`config.mk`:
```
export PLATFORM = sky130hd
export DESIGN_NAME = eeprom_ctl
export DESIGN_NICKNAME = d
export VERILOG_FILES = /design/src/eeprom_ctl_pkg.sv /design/src/eeprom_ctl.sv
export SDC_FILE = /design/constraint.sdc
export NUM_CORES = 1
export LEC_CHECK = 0
export BUFFER_PORTS_ARGS = -buffer_cell sky130_fd_sc_hd__buf_2
export CORE_MARGIN = 10
export CORE_UTILIZATION = 25
export DETAILED_ROUTE_END_ITERATION = 6
export SLEW_MARGIN = 0
export SYNTH_ARGS = -nofsm -noshare
export SYNTH_HDL_FRONTEND = slang
export SYNTH_SLANG_ARGS = --single-unit
```
`constraint.sdc`:
```
create_clock -name sys_clk -period 6.8 [get_ports sys_clk]
set_input_delay 0.68 -clock sys_clk [delete_from_list [all_inputs] [get_ports sys_clk]]
set_output_delay 0.68 -clock sys_clk [all_outputs]
set_load 0.01 [all_outputs]
```
`src/eeprom_ctl_pkg.sv`:
```
// Constants and types shared by the serial EEPROM command controller
package eeprom_ctl_pkg;
	// Register offsets (byte addresses)
	localparam logic [7:0]  CMD_OFS    = 8'h00;
	localparam logic [7:0]  DATA_OFS   = 8'h04;
	localparam logic [7:0]  HWCFG_OFS  = 8'h08;
	// Field positions
	localparam int          BUSY_BIT   = 31;
	localparam int          CMD_LSB    = 28;
	localparam int          OVF_BIT    = 18;
	localparam int          TMO_BIT    = 17;
	localparam int          LOADED_BIT = 16;
	localparam int          READY_BIT  = 0;
	// Reset values
	localparam logic        BUSY_RST   = 1'b1;
	localparam logic [2:0]  CMD_RST    = 3'h0;
	localparam logic [15:0] ADDR_RST   = 16'h0000;
	localparam logic [7:0]  BUF_RST    = 8'h00;
	// Command select encodings
	localparam logic [2:0]  CMD_READ   = 3'h0;
	localparam logic [2:0]  CMD_EW_OFF = 3'h1;
	localparam logic [2:0]  CMD_EW_ON  = 3'h2;
	localparam logic [2:0]  CMD_WRITE  = 3'h3;
	localparam logic [2:0]  CMD_WR_ALL = 3'h4;
	localparam logic [2:0]  CMD_ERASE  = 3'h5;
	localparam logic [2:0]  CMD_ER_ALL = 3'h6;
	localparam logic [2:0]  CMD_RELOAD = 3'h7;
	localparam logic [7:0]  SIGNATURE  = 8'ha5;
	// Timing
	localparam int          CLK_HZ      = 40_000_000;
	localparam int          CLK_NS      = 25;
	localparam int          TIMEOUT_MS  = 30;
	localparam int          TIMEOUT_CYC = TIMEOUT_MS * (CLK_HZ / 1000);
	localparam int          LINK_QTR_NS = 1250;
	localparam int          QTR_CYC     = (LINK_QTR_NS + CLK_NS - 1) / CLK_NS;
	// Three-wire frame
	localparam int          TX_W        = 28;
	localparam logic [1:0]  OP_READ     = 2'b10;
	localparam logic [1:0]  OP_WRITE    = 2'b01;
	localparam logic [1:0]  OP_ERASE    = 2'b11;
	localparam logic [1:0]  OP_EXT      = 2'b00;
	localparam logic [1:0]  EXT_EW_ON   = 2'b11;
	localparam logic [1:0]  EXT_EW_OFF  = 2'b00;
	localparam logic [1:0]  EXT_WR_ALL  = 2'b01;
	localparam logic [1:0]  EXT_ER_ALL  = 2'b10;

	typedef enum logic [3:0] {
		st_idle, st_load, st_launch, st_bit, st_tw_end, st_wait_rdy,
		st_result, st_i2c_next, st_byte_end, st_istart, st_istop, st_done
	} fsm_type;

	typedef enum logic [2:0] {
		k_start, k_send, k_recv, k_stop, k_end
	} act_kind_type;

	typedef struct packed {
		act_kind_type kind;
		logic [7:0]   b;
	} act_type;

	typedef struct packed {
		fsm_type     state;
		logic        busy;
		logic [2:0]  cmd;
		logic [15:0] addr;
		logic [7:0]  buf_byte;
		logic        tmo;
		logic        loaded;
		logic        ovf;
		logic        ready;
		logic [31:0] rdata;
		logic [7:0]  qcnt;
		logic        tick;
		logic [1:0]  phase;
		logic [5:0]  nbits;
		logic [5:0]  txlen;
		logic [5:0]  bidx;
		logic [TX_W-1:0] tx;
		logic [8:0]  rx;
		logic        cs;
		logic        sck;
		logic        sdo;
		logic        scl_out;
		logic        sda_out;
		logic        scl_oe_n;
		logic        sda_oe_n;
		logic [3:0]  step;
		logic        fail;
		logic        rd_op;
		logic        tw_wr;
		logic        loading;
		logic [15:0] xaddr;
		logic [7:0]  ld_cnt;
		logic [7:0]  cfg_data;
		logic        cfg_valid;
		logic [31:0] tcnt;
		logic [2:0]  s1;
		logic [2:0]  s2;
	} ctl_type;
endpackage

```
`src/eeprom_ctl.sv`:
```
// Serial EEPROM command controller with three-wire and I2C master modes
//
// Contract
// - Read fetches target byte into byte buffer
// - Three-wire disable command blocks erase and write
// - Three-wire enable command allows erase and write
// - Write stores byte buffer at target location
// - Write-all stores byte buffer everywhere
// - Erase clears the targeted location
// - Erase-all clears the whole memory
// - Reload fails unless location zero holds signature
// - Reload drops ready until loading ends
// - Overrun flag bit 18 set past end
// - Overrun flag cleared by reload or reset
// - Timeout bit 17 on silent erase/write
// - I2C timeout on nack, stretch or unsupported
// - Timeout and loaded flags clear on one
// - Data input high means no timeout
// - Only erase/write kinds wait and time out in three-wire mode
// - Loaded flag bit 16 set on good load
// - Sixteen-bit target location, resets to zero
// - Busy written one starts command until done
`timescale 1ns/10ps
module eeprom_ctl #(
	parameter int          MW_ADDR_BITS   = 8,
	parameter logic [15:0] EE_LAST_ADDR   = 16'h00ff,
	parameter logic [6:0]  I2C_DEV_ADDR   = 7'h50,
	parameter int unsigned TIMEOUT_CYCLES = eeprom_ctl_pkg::TIMEOUT_CYC
) (
	input  wire logic        sys_clk,
	input  wire logic        srst,
	input  wire logic        i2c_mode,
	input  wire logic [7:0]  reg_addr,
	input  wire logic [31:0] reg_wdata,
	input  wire logic        reg_wr,
	input  wire logic        reg_rd,
	output logic      [31:0] reg_rdata,
	output logic             ee_cs,
	output logic             ee_sck,
	output logic             ee_sdo,
	input  wire logic        serial_data_in_pin,
	input  wire logic        scl_in,
	output logic             scl_out,
	output logic             scl_oe_n,
	input  wire logic        sda_in,
	output logic             sda_out,
	output logic             sda_oe_n,
	output logic             config_ready,
	output logic      [7:0]  cfg_data,
	output logic             cfg_valid
);
	import eeprom_ctl_pkg::*;

	ctl_type state_r;
	ctl_type state_nxt;

	////////////////////////////////////////////////////////////////////////
	// I2C byte sequence: random read or single byte write
	function automatic act_type i2c_act(input logic [3:0] step,
			input logic rd, input logic [15:0] a, input logic [7:0] d);
		act_type x;
		x.kind = k_end;
		x.b    = 8'hff;
		case (step)
			4'h0: x.kind = k_start;
			4'h1: begin
				x.kind = k_send;
				x.b    = {I2C_DEV_ADDR, 1'b0};
			end
			4'h2: begin
				x.kind = k_send;
				x.b    = a[15:8];
			end
			4'h3: begin
				x.kind = k_send;
				x.b    = a[7:0];
			end
			4'h4: begin
				x.kind = rd ? k_start : k_send;
				x.b    = d;
			end
			4'h5: begin
				x.kind = rd ? k_send : k_stop;
				x.b    = {I2C_DEV_ADDR, 1'b1};
			end
			4'h6: x.kind = rd ? k_recv : k_end;
			4'h7: x.kind = rd ? k_stop : k_end;
			default: x.kind = k_end;
		endcase
		return x;
	endfunction

	////////////////////////////////////////////////////////////////////////
	always_comb begin
		logic [2:0]  op;
		logic [1:0]  opc;
		logic [15:0] fa;
		logic [7:0]  fd;
		logic [5:0]  tl;
		logic [5:0]  rl;
		logic [31:0] rv;
		logic        scl_s;
		logic        din;
		logic [7:0]  rbyte;
		logic        last;
		act_type     act;
		op        = state_r.loading ? CMD_READ : state_r.cmd;
		opc       = OP_EXT;
		fa        = state_r.xaddr;
		fd        = 8'h00;
		tl        = 6'(3 + MW_ADDR_BITS);
		rl        = 6'h00;
		rv        = 32'h0000_0000;
		scl_s     = state_r.s2[1];
		din       = i2c_mode ? state_r.s2[0] : state_r.s2[2];
		rbyte     = i2c_mode ? state_r.rx[8:1] : state_r.rx[7:0];
		last      = (state_r.bidx + 6'h01) == state_r.nbits;
		act       = i2c_act(state_r.step, state_r.rd_op, state_r.xaddr,
			state_r.buf_byte);
		state_nxt = state_r;

		state_nxt.s1        = {serial_data_in_pin, scl_in, sda_in};
		state_nxt.s2        = state_r.s1;
		state_nxt.rdata     = 32'h0000_0000;
		state_nxt.cfg_valid = 1'b0;
		state_nxt.tick      = 1'b0;
		if (state_r.qcnt == 8'(QTR_CYC - 1)) begin
			state_nxt.qcnt = 8'h00;
			state_nxt.tick = 1'b1;
		end else begin
			state_nxt.qcnt = state_r.qcnt + 8'h01;
		end

		// Three-wire instruction frame
		case (op)
			CMD_READ: begin
				opc = OP_READ;
				rl  = 6'h08;
			end
			CMD_EW_OFF: fa = 16'(EXT_EW_OFF) << (MW_ADDR_BITS - 2);
			CMD_EW_ON: fa = 16'(EXT_EW_ON) << (MW_ADDR_BITS - 2);
			CMD_WRITE: begin
				opc = OP_WRITE;
				fd  = state_r.buf_byte;
				tl  = 6'(11 + MW_ADDR_BITS);
			end
			CMD_WR_ALL: begin
				fa = 16'(EXT_WR_ALL) << (MW_ADDR_BITS - 2);
				fd = state_r.buf_byte;
				tl = 6'(11 + MW_ADDR_BITS);
			end
			CMD_ERASE: opc = OP_ERASE;
			CMD_ER_ALL: fa = 16'(EXT_ER_ALL) << (MW_ADDR_BITS - 2);
			default: opc = OP_EXT;
		endcase

		// Register writes
		if (reg_wr) begin
			case (reg_addr)
				CMD_OFS: begin
					if (reg_wdata[TMO_BIT])
						state_nxt.tmo = 1'b0;
					if (reg_wdata[LOADED_BIT])
						state_nxt.loaded = 1'b0;
					if (!state_r.busy) begin
						state_nxt.cmd  = reg_wdata[CMD_LSB+:3];
						state_nxt.addr = reg_wdata[15:0];
						state_nxt.busy = reg_wdata[BUSY_BIT];
					end
				end
				DATA_OFS: begin
					if (!state_r.busy)
						state_nxt.buf_byte = reg_wdata[7:0];
				end
				default: ;
			endcase
		end

		// Register reads, answered the next cycle
		if (reg_rd) begin
			case (reg_addr)
				CMD_OFS: begin
					rv[BUSY_BIT]     = state_r.busy;
					rv[CMD_LSB+:3]   = state_r.cmd;
					rv[OVF_BIT]      = state_r.ovf;
					rv[TMO_BIT]      = state_r.tmo;
					rv[LOADED_BIT]   = state_r.loaded;
					rv[15:0]         = state_r.addr;
				end
				DATA_OFS: rv[7:0] = state_r.buf_byte;
				HWCFG_OFS: rv[READY_BIT] = state_r.ready;
				default: rv = 32'h0000_0000;
			endcase
			state_nxt.rdata = rv;
		end

		// Clock stretch and response wait share one counter
		if (i2c_mode && state_r.phase == 2'h2 && !scl_s &&
				(state_r.state == st_bit || state_r.state == st_istart ||
				state_r.state == st_istop)) begin
			state_nxt.tcnt = state_r.tcnt + 32'h1;
			if (state_r.tcnt >= TIMEOUT_CYCLES - 1) begin
				state_nxt.tmo   = 1'b1;
				state_nxt.state = st_done;
			end
		end

		case (state_r.state)
			st_idle: begin
				if (state_r.busy) begin
					if (state_r.cmd == CMD_RELOAD) begin
						state_nxt.state = st_load;
					end else begin
						state_nxt.xaddr = state_r.addr;
						state_nxt.state = st_launch;
					end
				end
			end
			st_load: begin
				state_nxt.loading = 1'b1;
				state_nxt.busy    = 1'b1;
				state_nxt.ready   = 1'b0;
				state_nxt.loaded  = 1'b0;
				state_nxt.ovf     = 1'b0;
				state_nxt.xaddr   = 16'h0000;
				state_nxt.state   = st_launch;
			end
			st_launch: begin
				state_nxt.rd_op = (op == CMD_READ);
				state_nxt.tw_wr = (op == CMD_WRITE) || (op == CMD_WR_ALL) ||
					(op == CMD_ERASE) || (op == CMD_ER_ALL);
				state_nxt.fail  = 1'b0;
				state_nxt.tcnt  = 32'h0;
				state_nxt.phase = 2'h0;
				state_nxt.bidx  = 6'h00;
				state_nxt.step  = 4'h0;
				if (i2c_mode) begin
					if (op == CMD_READ || op == CMD_WRITE) begin
						state_nxt.state = st_i2c_next;
					end else begin
						state_nxt.tmo   = 1'b1;
						state_nxt.state = st_done;
					end
				end else begin
					state_nxt.tx    = {1'b1, opc, fa[MW_ADDR_BITS-1:0], fd,
						{(TX_W - 11 - MW_ADDR_BITS){1'b0}}};
					state_nxt.txlen = tl;
					state_nxt.nbits = tl + rl;
					state_nxt.cs    = 1'b1;
					state_nxt.state = st_bit;
				end
			end
			st_bit: begin
				if (state_r.tick) begin
					case (state_r.phase)
						2'h0: begin
							if (i2c_mode)
								state_nxt.sda_oe_n = state_r.tx[TX_W-1];
							else
								state_nxt.sdo = (state_r.bidx < state_r.txlen) &&
									state_r.tx[TX_W-1];
							state_nxt.phase = 2'h1;
						end
						2'h1: begin
							state_nxt.sck      = !i2c_mode;
							state_nxt.scl_oe_n = 1'b1;
							state_nxt.phase    = 2'h2;
						end
						2'h2: begin
							if (!i2c_mode || scl_s) begin
								state_nxt.rx    = {state_r.rx[7:0], din};
								state_nxt.tcnt  = 32'h0;
								state_nxt.phase = 2'h3;
							end
						end
						default: begin
							state_nxt.sck      = 1'b0;
							state_nxt.scl_oe_n = !i2c_mode;
							state_nxt.tx       = {state_r.tx[TX_W-2:0], 1'b0};
							state_nxt.bidx     = state_r.bidx + 6'h01;
							state_nxt.phase    = 2'h0;
							if (last) begin
								state_nxt.cs    = 1'b0;
								state_nxt.state = i2c_mode ? st_byte_end :
									st_tw_end;
							end
						end
					endcase
				end
			end
			st_tw_end: begin
				if (state_r.tick) begin
					if (state_r.tw_wr) begin
						state_nxt.cs    = 1'b1;
						state_nxt.tcnt  = 32'h0;
						state_nxt.state = st_wait_rdy;
					end else begin
						state_nxt.state = state_r.rd_op ? st_result : st_done;
					end
				end
			end
			st_wait_rdy: begin
				state_nxt.tcnt = state_r.tcnt + 32'h1;
				if (din) begin
					state_nxt.cs    = 1'b0;
					state_nxt.state = st_done;
				end else if (state_r.tcnt >= TIMEOUT_CYCLES - 1) begin
					state_nxt.tmo   = 1'b1;
					state_nxt.cs    = 1'b0;
					state_nxt.state = st_done;
				end
			end
			st_result: begin
				state_nxt.state = st_launch;
				if (!state_r.loading) begin
					state_nxt.buf_byte = rbyte;
					state_nxt.state    = st_done;
				end else if (state_r.xaddr == 16'h0000) begin
					if (rbyte != SIGNATURE)
						state_nxt.state = st_done;
				end else if (state_r.xaddr == 16'h0001) begin
					state_nxt.ld_cnt = rbyte;
					if (rbyte == 8'h00) begin
						state_nxt.loaded = 1'b1;
						state_nxt.state  = st_done;
					end
				end else begin
					state_nxt.cfg_data  = rbyte;
					state_nxt.cfg_valid = 1'b1;
					state_nxt.ld_cnt    = state_r.ld_cnt - 8'h01;
					if (state_r.ld_cnt == 8'h01) begin
						state_nxt.loaded = 1'b1;
						state_nxt.state  = st_done;
					end
				end
				if (state_nxt.state == st_launch) begin
					if (state_r.xaddr == EE_LAST_ADDR) begin
						state_nxt.ovf   = 1'b1;
						state_nxt.state = st_done;
					end else begin
						state_nxt.xaddr = state_r.xaddr + 16'h0001;
					end
				end
			end
			st_i2c_next: begin
				state_nxt.phase = 2'h0;
				state_nxt.bidx  = 6'h00;
				state_nxt.nbits = 6'h09;
				case (act.kind)
					k_start: state_nxt.state = st_istart;
					k_send: begin
						state_nxt.tx    = {act.b, 1'b1, {(TX_W - 9){1'b0}}};
						state_nxt.state = st_bit;
					end
					k_recv: begin
						state_nxt.tx    = {9'h1ff, {(TX_W - 9){1'b0}}};
						state_nxt.state = st_bit;
					end
					k_stop: state_nxt.state = st_istop;
					default: state_nxt.state = state_r.rd_op ? st_result :
						st_done;
				endcase
			end
			st_byte_end: begin
				if (act.kind == k_send && state_r.rx[0]) begin
					state_nxt.tmo   = 1'b1;
					state_nxt.fail  = 1'b1;
					state_nxt.state = st_istop;
				end else begin
					state_nxt.step  = state_r.step + 4'h1;
					state_nxt.state = st_i2c_next;
				end
			end
			st_istart, st_istop: begin
				if (state_r.tick) begin
					case (state_r.phase)
						2'h0: begin
							state_nxt.sda_oe_n = state_r.state == st_istart;
							state_nxt.phase    = 2'h1;
						end
						2'h1: begin
							state_nxt.scl_oe_n = 1'b1;
							state_nxt.phase    = 2'h2;
						end
						2'h2: begin
							if (scl_s) begin
								state_nxt.sda_oe_n = state_r.state == st_istop;
								state_nxt.tcnt     = 32'h0;
								state_nxt.phase    = 2'h3;
							end
						end
						default: begin
							state_nxt.scl_oe_n = state_r.state == st_istop;
							state_nxt.phase    = 2'h0;
							state_nxt.step     = state_r.step + 4'h1;
							state_nxt.state    = state_r.fail ? st_done :
								st_i2c_next;
						end
					endcase
				end
			end
			st_done: begin
				state_nxt.busy     = 1'b0;
				state_nxt.loading  = 1'b0;
				state_nxt.fail     = 1'b0;
				state_nxt.cs       = 1'b0;
				state_nxt.sck      = 1'b0;
				state_nxt.sdo      = 1'b0;
				state_nxt.scl_oe_n = 1'b1;
				state_nxt.sda_oe_n = 1'b1;
				if (state_r.loading)
					state_nxt.ready = 1'b1;
				state_nxt.state = st_idle;
			end
			default: state_nxt.state = st_idle;
		endcase
	end

	////////////////////////////////////////////////////////////////////////
	always_ff @(posedge sys_clk) begin
		if (srst) begin
			state_r          <= '0;
			state_r.state    <= st_load;
			state_r.busy     <= BUSY_RST;
			state_r.cmd      <= CMD_RST;
			state_r.addr     <= ADDR_RST;
			state_r.buf_byte <= BUF_RST;
			state_r.scl_oe_n <= 1'b1;
			state_r.sda_oe_n <= 1'b1;
		end else begin
			state_r <= state_nxt;
		end
	end

	assign reg_rdata    = state_r.rdata;
	assign ee_cs        = state_r.cs;
	assign ee_sck       = state_r.sck;
	assign ee_sdo       = state_r.sdo;
	assign scl_out      = state_r.scl_out;
	assign scl_oe_n     = state_r.scl_oe_n;
	assign sda_out      = state_r.sda_out;
	assign sda_oe_n     = state_r.sda_oe_n;
	assign config_ready = state_r.ready;
	assign cfg_data     = state_r.cfg_data;
	assign cfg_valid    = state_r.cfg_valid;
endmodule

```
* Word level (Yosys, flattened, before mapping)
Cells that the tools add are included.
** Cells by class
- Add/subtract/negate cells :: 7
- Order comparisons :: 2
- Eq/ne operators :: 65
- Multiplexer cells :: 136
- Bitwise operators :: 8
- Reductions and logical operators :: 67
** Operators by type and width (count)
- two-way mux 32 bit :: 9
- case mux 32 bit (5 select lines) :: 1
- two-way mux 4 bit :: 30
- case mux 34 bit (3 select lines) :: 1
- two-way mux 16 bit :: 4
- two-way mux 8 bit :: 7
- case mux 28 bit (2 select lines) :: 1
- case mux 16 bit (3 select lines) :: 1
- two-way mux 46 bit :: 1
- two-way mux 20 bit :: 2
- != test 2 bit (second input constant) :: 20
- case mux 4 bit (10 select lines) :: 1
- case mux 8 bit (5 select lines) :: 1
- two-way mux 1 bit :: 34
- two-way mux 34 bit :: 1
- adder 32 x 1 -> 32 bit (second input constant) :: 1
- equality test 4 x 3 -> 1 bit (second input constant) :: 8
- greater-or-equal comparator 32 x 21 -> 1 bit (second input constant) :: 1
- case mux 8 bit (4 select lines) :: 1
- two-way mux 30 bit :: 1
- case mux 2 bit (3 select lines) :: 5
- two-way mux 28 bit :: 1
- case mux 4 bit (3 select lines) :: 2
- nonzero test 3 bit :: 7
- 59 further kinds :: 144
** Storage, ports and cells
- Flip-flop bits (word level) :: 218
- Input bits :: 48
- Output and inout port bits :: 49
- Logic and storage cells :: 322

* Longest topological paths before layout
Gate-level depths: netlist (run 1).
- Depth after elaboration :: 10
- Mapped depth :: 11
- Gate-level depth less buffers :: 8

* Worst setup path before layout (run 1)
Ideal clock, no wire load.
- Kind :: input-to-reg
- Start :: input port i2c_mode
- End :: register state_r[219] (netlist bit)
- Setup time :: 0.117 ns
- Arrival :: 2.311 ns
- Required time :: 6.683 ns
- Setup slack :: 4.372 ns
- Cell stages on the path :: 8
- Path buffers :: 2
- Path through :: clkbuf_1 -> nand2_1 -> o2111ai_1 -> mux2i_1 -> a311o_1 -> buf_6 -> or4_1 -> o2bb2ai_1
** On the way
- Longest elaborated chain between the ends :: 10
- Elaborated cells on any way between the ends :: 29
- Classes of those cells :: eq/ne: 2; mux: 23; reduce/logical: 4
** RTL lines
- from (decl) :: RTL line eeprom_ctl.sv:32 : input wire logic i2c_mode,
- two-way mux 8 bit :: RTL line eeprom_ctl.sv:116 : rbyte = i2c_mode ? state_r.rx[8:1] : state_r.rx[7:0];
- zero test 8 bit :: RTL line eeprom_ctl.sv:323 : if (rbyte == 8'h00) begin
- two-way mux 4 bit :: RTL line eeprom_ctl.sv:323
- two-way mux 4 bit :: RTL line eeprom_ctl.sv:321 : end else if (state_r.xaddr == 16'h0001) begin
- two-way mux 4 bit :: RTL line eeprom_ctl.sv:318 : end else if (state_r.xaddr == 16'h0000) begin
- two-way mux 4 bit :: RTL line eeprom_ctl.sv:315 : if (!state_r.loading) begin
- two-way mux 4 bit :: RTL line eeprom_ctl.sv:208 : case (state_r.state)
- equality test 4 x 2 -> 1 bit / two-way mux 4 bit (equally long branches) :: RTL line eeprom_ctl.sv:336, eeprom_ctl.sv:337
- two-way mux 4 bit :: RTL line eeprom_ctl.sv:336 : if (state_nxt.state == st_launch) begin
- case mux 4 bit (10 select lines) (*) :: RTL line eeprom_ctl.sv:208
- to (signal assigned) :: RTL line eeprom_ctl.sv:431 : state_r <= state_nxt;
- to (decl) :: RTL line eeprom_ctl.sv:54 : ctl_type state_r;
Every way passes the cells marked *; elsewhere a longest branch is shown, timed or not. The select of a mux whose other input is x is not followed.
A chain may end at the register's enable or synchronous reset.

* Worst setup path in the final report (run 1)
- Start :: register state_r[55] (netlist bit)
- End :: register state_r[64] (netlist bit)
** On the way
- Longest elaborated chain between the ends :: 8
- Elaborated cells on any way between the ends :: 15
- Classes of those cells :: add/sub: 1; eq/ne: 5; mux: 7; reduce/logical: 2
** RTL lines (RTL line)
- equality test 16 x 1 -> 1 bit :: eeprom_ctl.sv:321
- two-way mux 4 bit :: eeprom_ctl.sv:321
- two-way mux 4 bit :: eeprom_ctl.sv:318
- two-way mux 4 bit :: eeprom_ctl.sv:315
- two-way mux 4 bit :: eeprom_ctl.sv:208
- equality test 4 x 2 -> 1 bit :: eeprom_ctl.sv:336
- != test 2 bit (no line)
- AND reduction 5 bit (no line)
Several ways; a longest one is shown, not always the timed one. The select of a mux whose other input is x is not followed.

==> impl_metrics.yaml, run 1 <==
synthesis:
  synth_edf_count: 0
  synth_seq_area_share_pct: 36.93
  ys_ff_latch: 204
  synth_top_flop_cell: "dfxtp_1"
  yosys_warnings: 0
  async_flop_share_pct: 0
  synth_cell_types: 87
  syn_inst: 1334
  avgSynthCellArea_sq_um: 8.290
  synth_area_sq_mm: 0.01106
timing:
  fin_crit_ns: 3.515
  period_share_pct: 51.69
  rsz0062_at_grt: "false"
  fin_setup_tns_ns: 0
  hold_slack_ns: 0.3666
  fin_skew_ns: 0.02120
  max_freq_ghz: 0.2845
  slew_headroom_pct: 34.18
  finalSetupViolCount: 0
  finalMaxSlewViolations: 0
  final_hold_viol_count: 0
  tightest_slew_ns: 0.9624
  setup_slack_ns: 3.285
clocking:
  clock-sinks: 204
  cts_setup_buffers: 0
  cts_buffer_depth: 3
  cts_resized: 0
  root_buffer: "clkbuf_16"
  cts_hold_buf: 0
  h-tree-depth: 1
  cts.clk_slew.worst_paths_ns: 0.06
  cts_tree: "done"
  clk_latency_ns: 0.54
  cts_buffers: 25
floorplanning:
  coreArea_sq_mm: 0.04393
  start_util_pct: 25.17
  rows: 77
  die_area_sq_mm: 0.05305
  ioPinCount: 97
  die_h_microns: 230.3
  die_w_microns: 230.3
place:
  place_congestion: 0.9083
  dp_slack_ns: 3.307
  dp_hpwl_mm: 23.42
  portBuffers: 75
detailed_routing:
  routed.top_layer: "met4"
  wl_mm: 33.15
  vias: 10050
  wl_per_cell_microns: 17.17
  met3_length_mm: 2.328
  routed_via_density: 5.209
  dr_wl_met2_mm: 15.22
  met1_length_mm: 14.94
  ant_nets: 0
  drc: 0
  firstDrtPassIters: 6
  drt_iter0_markers: 1039
finish:
  post-route-util_pct: 28.04
  nets: 1391
  antenna_cells: 0
  drive_above_1_share_pct: 11.66
  seqCellArea_sq_mm: 0.004084
  area_growth_pct: 11.37
  final_cell_mix: "dfxtp_1 (204), nor2_1 (146), a21oi_1 (107), nand2_1 (80), buf_2 (74)"
  mostFrequentLayoutCell: "dfxtp_1"
  multiInputGateArea_sq_mm: 0.006063
  fill_cells: 4758
outcome:
  status: "complete, no violations"
power_and_ir_drop:
  p_int_mw: 2.409
  power_frac_clock_pct: 34.8
  p_leak_nw: 4.370
  swShare_pct: 35.44
  power_mw: 3.730
  combPwrFrac_pct: 27.5
  power_switching_mw: 1.322
  p_per_area_mw_per_mm2: 302.9
  irDropWorstVdd_mv: 0.1493
  seqPwrFrac_pct: 37.7
worst_setup_path:
  critPathKind: "reg2reg"
  setup.worst_path.end_class: "flip-flop"
  rr_startpoint: "state_r[55]$_SDFFE_PP0P_"
  ff2ff_setup_slack_ns: 3.28
  crit_required_ns: 7.23
  critPathArrivalTime_ns: 3.95
  start_kind: "flip-flop"
  startpoint: "state_r[55]$_SDFFE_PP0P_"
  reg2reg_depth: 7
  cp_max_fo: 12
hold_path:
  hold_path_depth: 2
  hold_start: "sda_in"
  hold_class: "in2reg"
global_route:
  grt_pass1_vias: 9156
  groute.usage.overall_pct: 11.87
  grt_pass1_wl_mm: 52.44
  antenna_found_initial: 0
  grt_max_degree: 75
  grt_overflow: 0
flow_run:
  drv_cap: 0
==> flip-flops by register name, indices dropped and copies added, names as in the netlist, 3 cells and up <==
name,count
cfg_data,8
reg_rdata,23
state_r,163
state_nxt,3
==> cell families after synthesis <==
kind of cell    synth area share [%]
xor+xnor                       2.297
buf+inv                        8.745
compound gates                 21.79
fa+ha+maj                      2.579
mux                            4.593
flops                          36.93
other cells                  0.03391
simple gates                   23.03
==> layout make-up <==
type | count | area share (%)
Tap cell | 592 | 6.014
Clock buffer | 32 | 5.455
Timing Repair Buffer | 91 | 4.043
Multi-Input combinational cell | 962 | 49.23
Clock inverter | 12 | 0.9752
Sequential cell | 204 | 33.16
Inverter | 37 | 1.128
==> per-stage QoR <==
stage          area, sq um  instances
3_3_place_gp         11520       1886
4_1_cts              12320       1930
2_1_floorplan        11100       1344
3_5_place_dp         11520       1886
6_report             12320       1930
5_1_grt              12320       1930
==> cell usage after synthesis (all sizes together), types with 6 or more instances <==
master    n  area share (%)
o31ai    11            0.75
a22o      7            0.55
xnor2    19             1.5
a311oi   11            0.87
or3      16            0.91
and2     21             1.2
nor3     43             1.9
mux2      6            0.61
a211oi   32             2.2
or4       7            0.48
nor2    146             5.0
nand4    28             1.6
a221oi   19             1.5
mux2i    44             4.0
a21oi   107             4.8
and4      6            0.48
nand2b   11            0.62
a31oi    11            0.62
o41ai     7            0.55
o311ai   11            0.87
nand3    52             2.4
xor2     10            0.79
nor3b     6            0.45
nand2    81             2.8
o21ai    52             2.4
a32oi     6            0.48
o22ai     8            0.45
nor4     20             1.5
ha       22             2.5
and3     16            0.93
a22oi    16             1.1
nor2b    16            0.91
clkbuf   67             2.9
a222oi    7            0.63
inv      36             1.2
dfxtp   204              37
o21a      6            0.41
buf      74             4.6
==> worst max-delay path, cell delays in order, from the launching register on <==
cell and delay, ns:
dfxtp_1 0.54, ha_1 0.24, nor3b_1 0.20, nand4_1 0.51
mux2i_1 0.68, a311o_1 0.62, nor2_1 0.28, a221oi_1 0.33
==> power groups by stage <==
| stage | Clock [mW] | Combinational (mW) | Sequential (mW) |
|---|---|---|---|
| after floorplan | 0 | 0.816 | 1.37 |
| after global placement | 0 | 0.996 | 1.42 |
| after detailed placement | 0 | 1.01 | 1.42 |
| after CTS | 1.33 | 1.01 | 1.40 |
| after global routing | 1.39 | 1.14 | 1.42 |
| final | 1.30 | 1.03 | 1.41 |
==> worst paths after layout <==
kind / to
max: state_r[64]$_SDFFE_PP0P_
min: state_nxt[0]$_SDFF_PP0_
max reg2reg: state_r[64]$_SDFFE_PP0P_
min reg2reg: state_r[2]$_SDFF_PP0_
==> metal layers <==
| metal | up-vias | track usage, % |
|---|---|---|
| li1 | 4837 | - |
| met1 | 4816 | 15.88 |
| met2 | 351 | 18.89 |
| met3 | 49 | 2.770 |
| met4 | 0 | 2.919 |
| met5 | - | 0 |
(Power assumes the default switching activity.)
==> inputs of run 2 (changes only) <==
--- a/config.mk
+++ b/config.mk
@@ -5,6 +5,7 @@
 export SDC_FILE = /design/constraint.sdc
 export NUM_CORES = 1
 export LEC_CHECK = 0
+export ABC_AREA = 1
 export BUFFER_PORTS_ARGS = -buffer_cell sky130_fd_sc_hd__buf_2
 export CORE_MARGIN = 10
 export CORE_UTILIZATION = 25
==> constraint.sdc (replaced) <==
create_clock -name sys_clk -period 3 [get_ports sys_clk]
set_input_delay 0.3 -clock sys_clk [delete_from_list [all_inputs] [get_ports sys_clk]]
set_output_delay 0.3 -clock sys_clk [all_outputs]
set_load 0.01 [all_outputs]
==> run 2 against run 1 <==
  * Clock-buffer cell count increased by 4
  * Highest routed layer is now met5
  * Final cell count increased by 25%
  * Critical path type unchanged
  * Core utilization is 1.1 points higher
  * Largest power group unchanged
==> impl_metrics.yaml, run 2 <==
detailed_routing:
  ant_nets: 0
  wl_per_cell_microns: 14.82
  drt_iter0_markers: 851
  wl_mm: 35.70
  firstDrtPassIters: 5
  drc: 0
  routed_via_density: 4.794
  vias: 11550
worst_setup_path:
  critPathKind: "reg2reg"
  critPathArrivalTime_ns: 2.94
  start_kind: "flip-flop"
  crit_required_ns: 3.46
  setup.worst_path.end_class: "flip-flop"
  ff2ff_setup_slack_ns: 0.52
  reg2reg_depth: 12
  cp_max_fo: 16
floorplanning:
  ioPinCount: 97
  die_w_microns: 235.8
  coreArea_sq_mm: 0.04567
  die_area_sq_mm: 0.05558
  start_util_pct: 25.48
  rows: 78
  die_h_microns: 235.8
power_and_ir_drop:
  p_leak_nw: 5.430
  power_mw: 9.664
  power_frac_clock_pct: 32.1
  swShare_pct: 39.34
  irDropWorstVdd_mv: 0.4114
  combPwrFrac_pct: 33.6
  p_int_mw: 5.861
  seqPwrFrac_pct: 34.3
  power_switching_mw: 3.802
  p_per_area_mw_per_mm2: 725.1
synthesis:
  yosys.area.top_type: "dfxtp_1"
  avgSynthCellArea_sq_um: 6.654
  synth_top_flop_cell: "dfxtp_1"
  synth_edf_count: 0
  synth_area_leaders: "dfxtp_1 (35%), nand2_1 (10%), inv_1 (7.5%)"
  yosysMostFrequentCell: "nand2_1"
  syn_inst: 1749
  synthTopCellsByCount: "nand2_1 (324), inv_1 (232), nor2_1 (207)"
  synth_cell_types: 55
  yosys_warnings: 0
  synth_seq_area_share_pct: 35.09
  synth_area_sq_mm: 0.01164
  async_flop_share_pct: 0
  synth_top_cell_area_share_pct: 35.09
  ys_ff_latch: 204
timing:
  max_freq_ghz: 0.4026
  tightest_slew_ns: 0.8266
  fin_crit_ns: 2.484
  fin_setup_tns_ns: 0
  setup_slack_ns: 0.5159
  finalMaxSlewViolations: 0
  rsz0062_at_grt: "false"
  period_share_pct: 82.80
  slew_headroom_pct: 44.76
  final_hold_viol_count: 0
  fin_skew_ns: 0.01409
  finalSetupViolCount: 0
place:
  dp_hpwl_mm: 26.50
  dpl_cell_area_sq_mm: 0.01239
  place_inst: 2355
  dp_slack_ns: 0.5563
  place_congestion: 0.9128
  portBuffers: 75
finish:
  final_cells: 2409
  area_growth_pct: 14.53
  final_cell_mix: "nand2_1 (324), inv_1 (232), nor2_1 (207), dfxtp_1 (204), nand3_1 (144)"
  nets: 1861
  largest_reg_flops: 163
  final_cell_area_sq_mm: 0.01333
  mostFrequentLayoutCell: "nand2_1"
  antenna_cells: 0
  drive_above_1_share_pct: 10.78
  regMostFlops: "state_r"
clocking:
  clock-sinks: 204
  cts_buffers: 24
  cts_tree: "done"
  cts_resized: 0
  clk_latency_ns: 0.53
  cts.clk_slew.worst_paths_ns: 0.06
  h-tree-depth: 1
  cts_buffer_depth: 3
  root_buffer: "clkbuf_16"
flow_run:
  drv_cap: 0
global_route:
  grt_pass1_vias: 10830
  grt_pass1_wl_mm: 57.41
  groute.usage.overall_pct: 12.24
  antenna_found_initial: 1
  grt_max_degree: 46
  grt_overflow: 0
outcome:
  status: "complete, no violations"
hold_path:
  hold_path_depth: 3
  hold_class: "in2reg"
run 2: through the flow:
step | utilization, % | hold slack (ns)
2_1_floorplan | - | 0.3883
3_3_place_gp | 27.12 | 0.4017
3_5_place_dp | 27.12 | 0.3990
4_1_cts | 29.18 | 0.0005778
5_1_grt | 29.18 | 0.02630
6_report | 29.18 | 0.02321
run 2: timing repair:
action / CTS / global route
hold buffers: 10 / 0
buffers inserted: 0 / 0
hold endpoints to repair: 10 / 0
run 2: power groups by stage:
stage	combinational (mW)	clock (mW)	sequential (mW)
5_1_grt	3.68	3.30	3.35
2_1_floorplan	2.45	0	3.24
6_report	3.25	3.10	3.32
3_5_place_dp	3.19	0	3.36
3_3_place_gp	3.15	0	3.36
4_1_cts	3.22	3.19	3.31
run 2: cells by family (layout without fill, tap and decap cells):
kind of cell	count (synthesis)	in the layout	synth area share (%)
AND/OR/NAND/NOR	797	797	30.07
AO/OA/AOI/OAI	359	359	18.11
buffers and inverters	350	400	13.13
flip-flops	204	204	35.09
adder cells (fa/ha/maj)	22	22	2.365
XOR/XNOR	16	16	1.204
other	1	11	0.03222
run 2: critical path: stages, from the launching register on:
cell,delay [ns]
dfxtp_1,0.50
nor2_1,0.14
inv_1,0.11
nand3_1,0.22
nand2_1,0.23
nand3_2,0.10
inv_2,0.28
nor2_1,0.14
inv_2,0.27
nand2_1,0.08
a21oi_1,0.12
o21ai_0,0.10
a21oi_1,0.11
run 2: final cells by class:
| class | instances | area [sq um] |
|---|---|---|
| clock buffer | 36 | 716.9 |
| sequential | 204 | 4084 |
| multi-input combinational | 1205 | 6068 |
| inverter | 249 | 942.2 |
| tap | 600 | 750.7 |
| clock inverter | 8 | 122.6 |
| timing repair buffer | 107 | 643.1 |
| fill | 5075 | 32350 |
run 2: layer usage:
metal	vias up	track usage (%)	share of wire [%]
met5	-	0	0.036
met4	2	2.886	2.1
met3	51	2.763	6.9
met2	350	20.36	46
met1	5333	15.70	45
li1	5813	-	-
run 2: worst paths after layout:
kind / start / endpoint
hold reg to reg: state_nxt[0]$_SDFF_PP0_ / state_r[0]$_SDFF_PP0_
setup reg to reg: state_r[216]$_SDFF_PP1_ / state_r[24]$_SDFF_PP0_
setup / recovery: state_r[216]$_SDFF_PP1_ / state_r[24]$_SDFF_PP0_
hold / removal: reg_wdata[10] / state_r[206]$_SDFFE_PP0P_
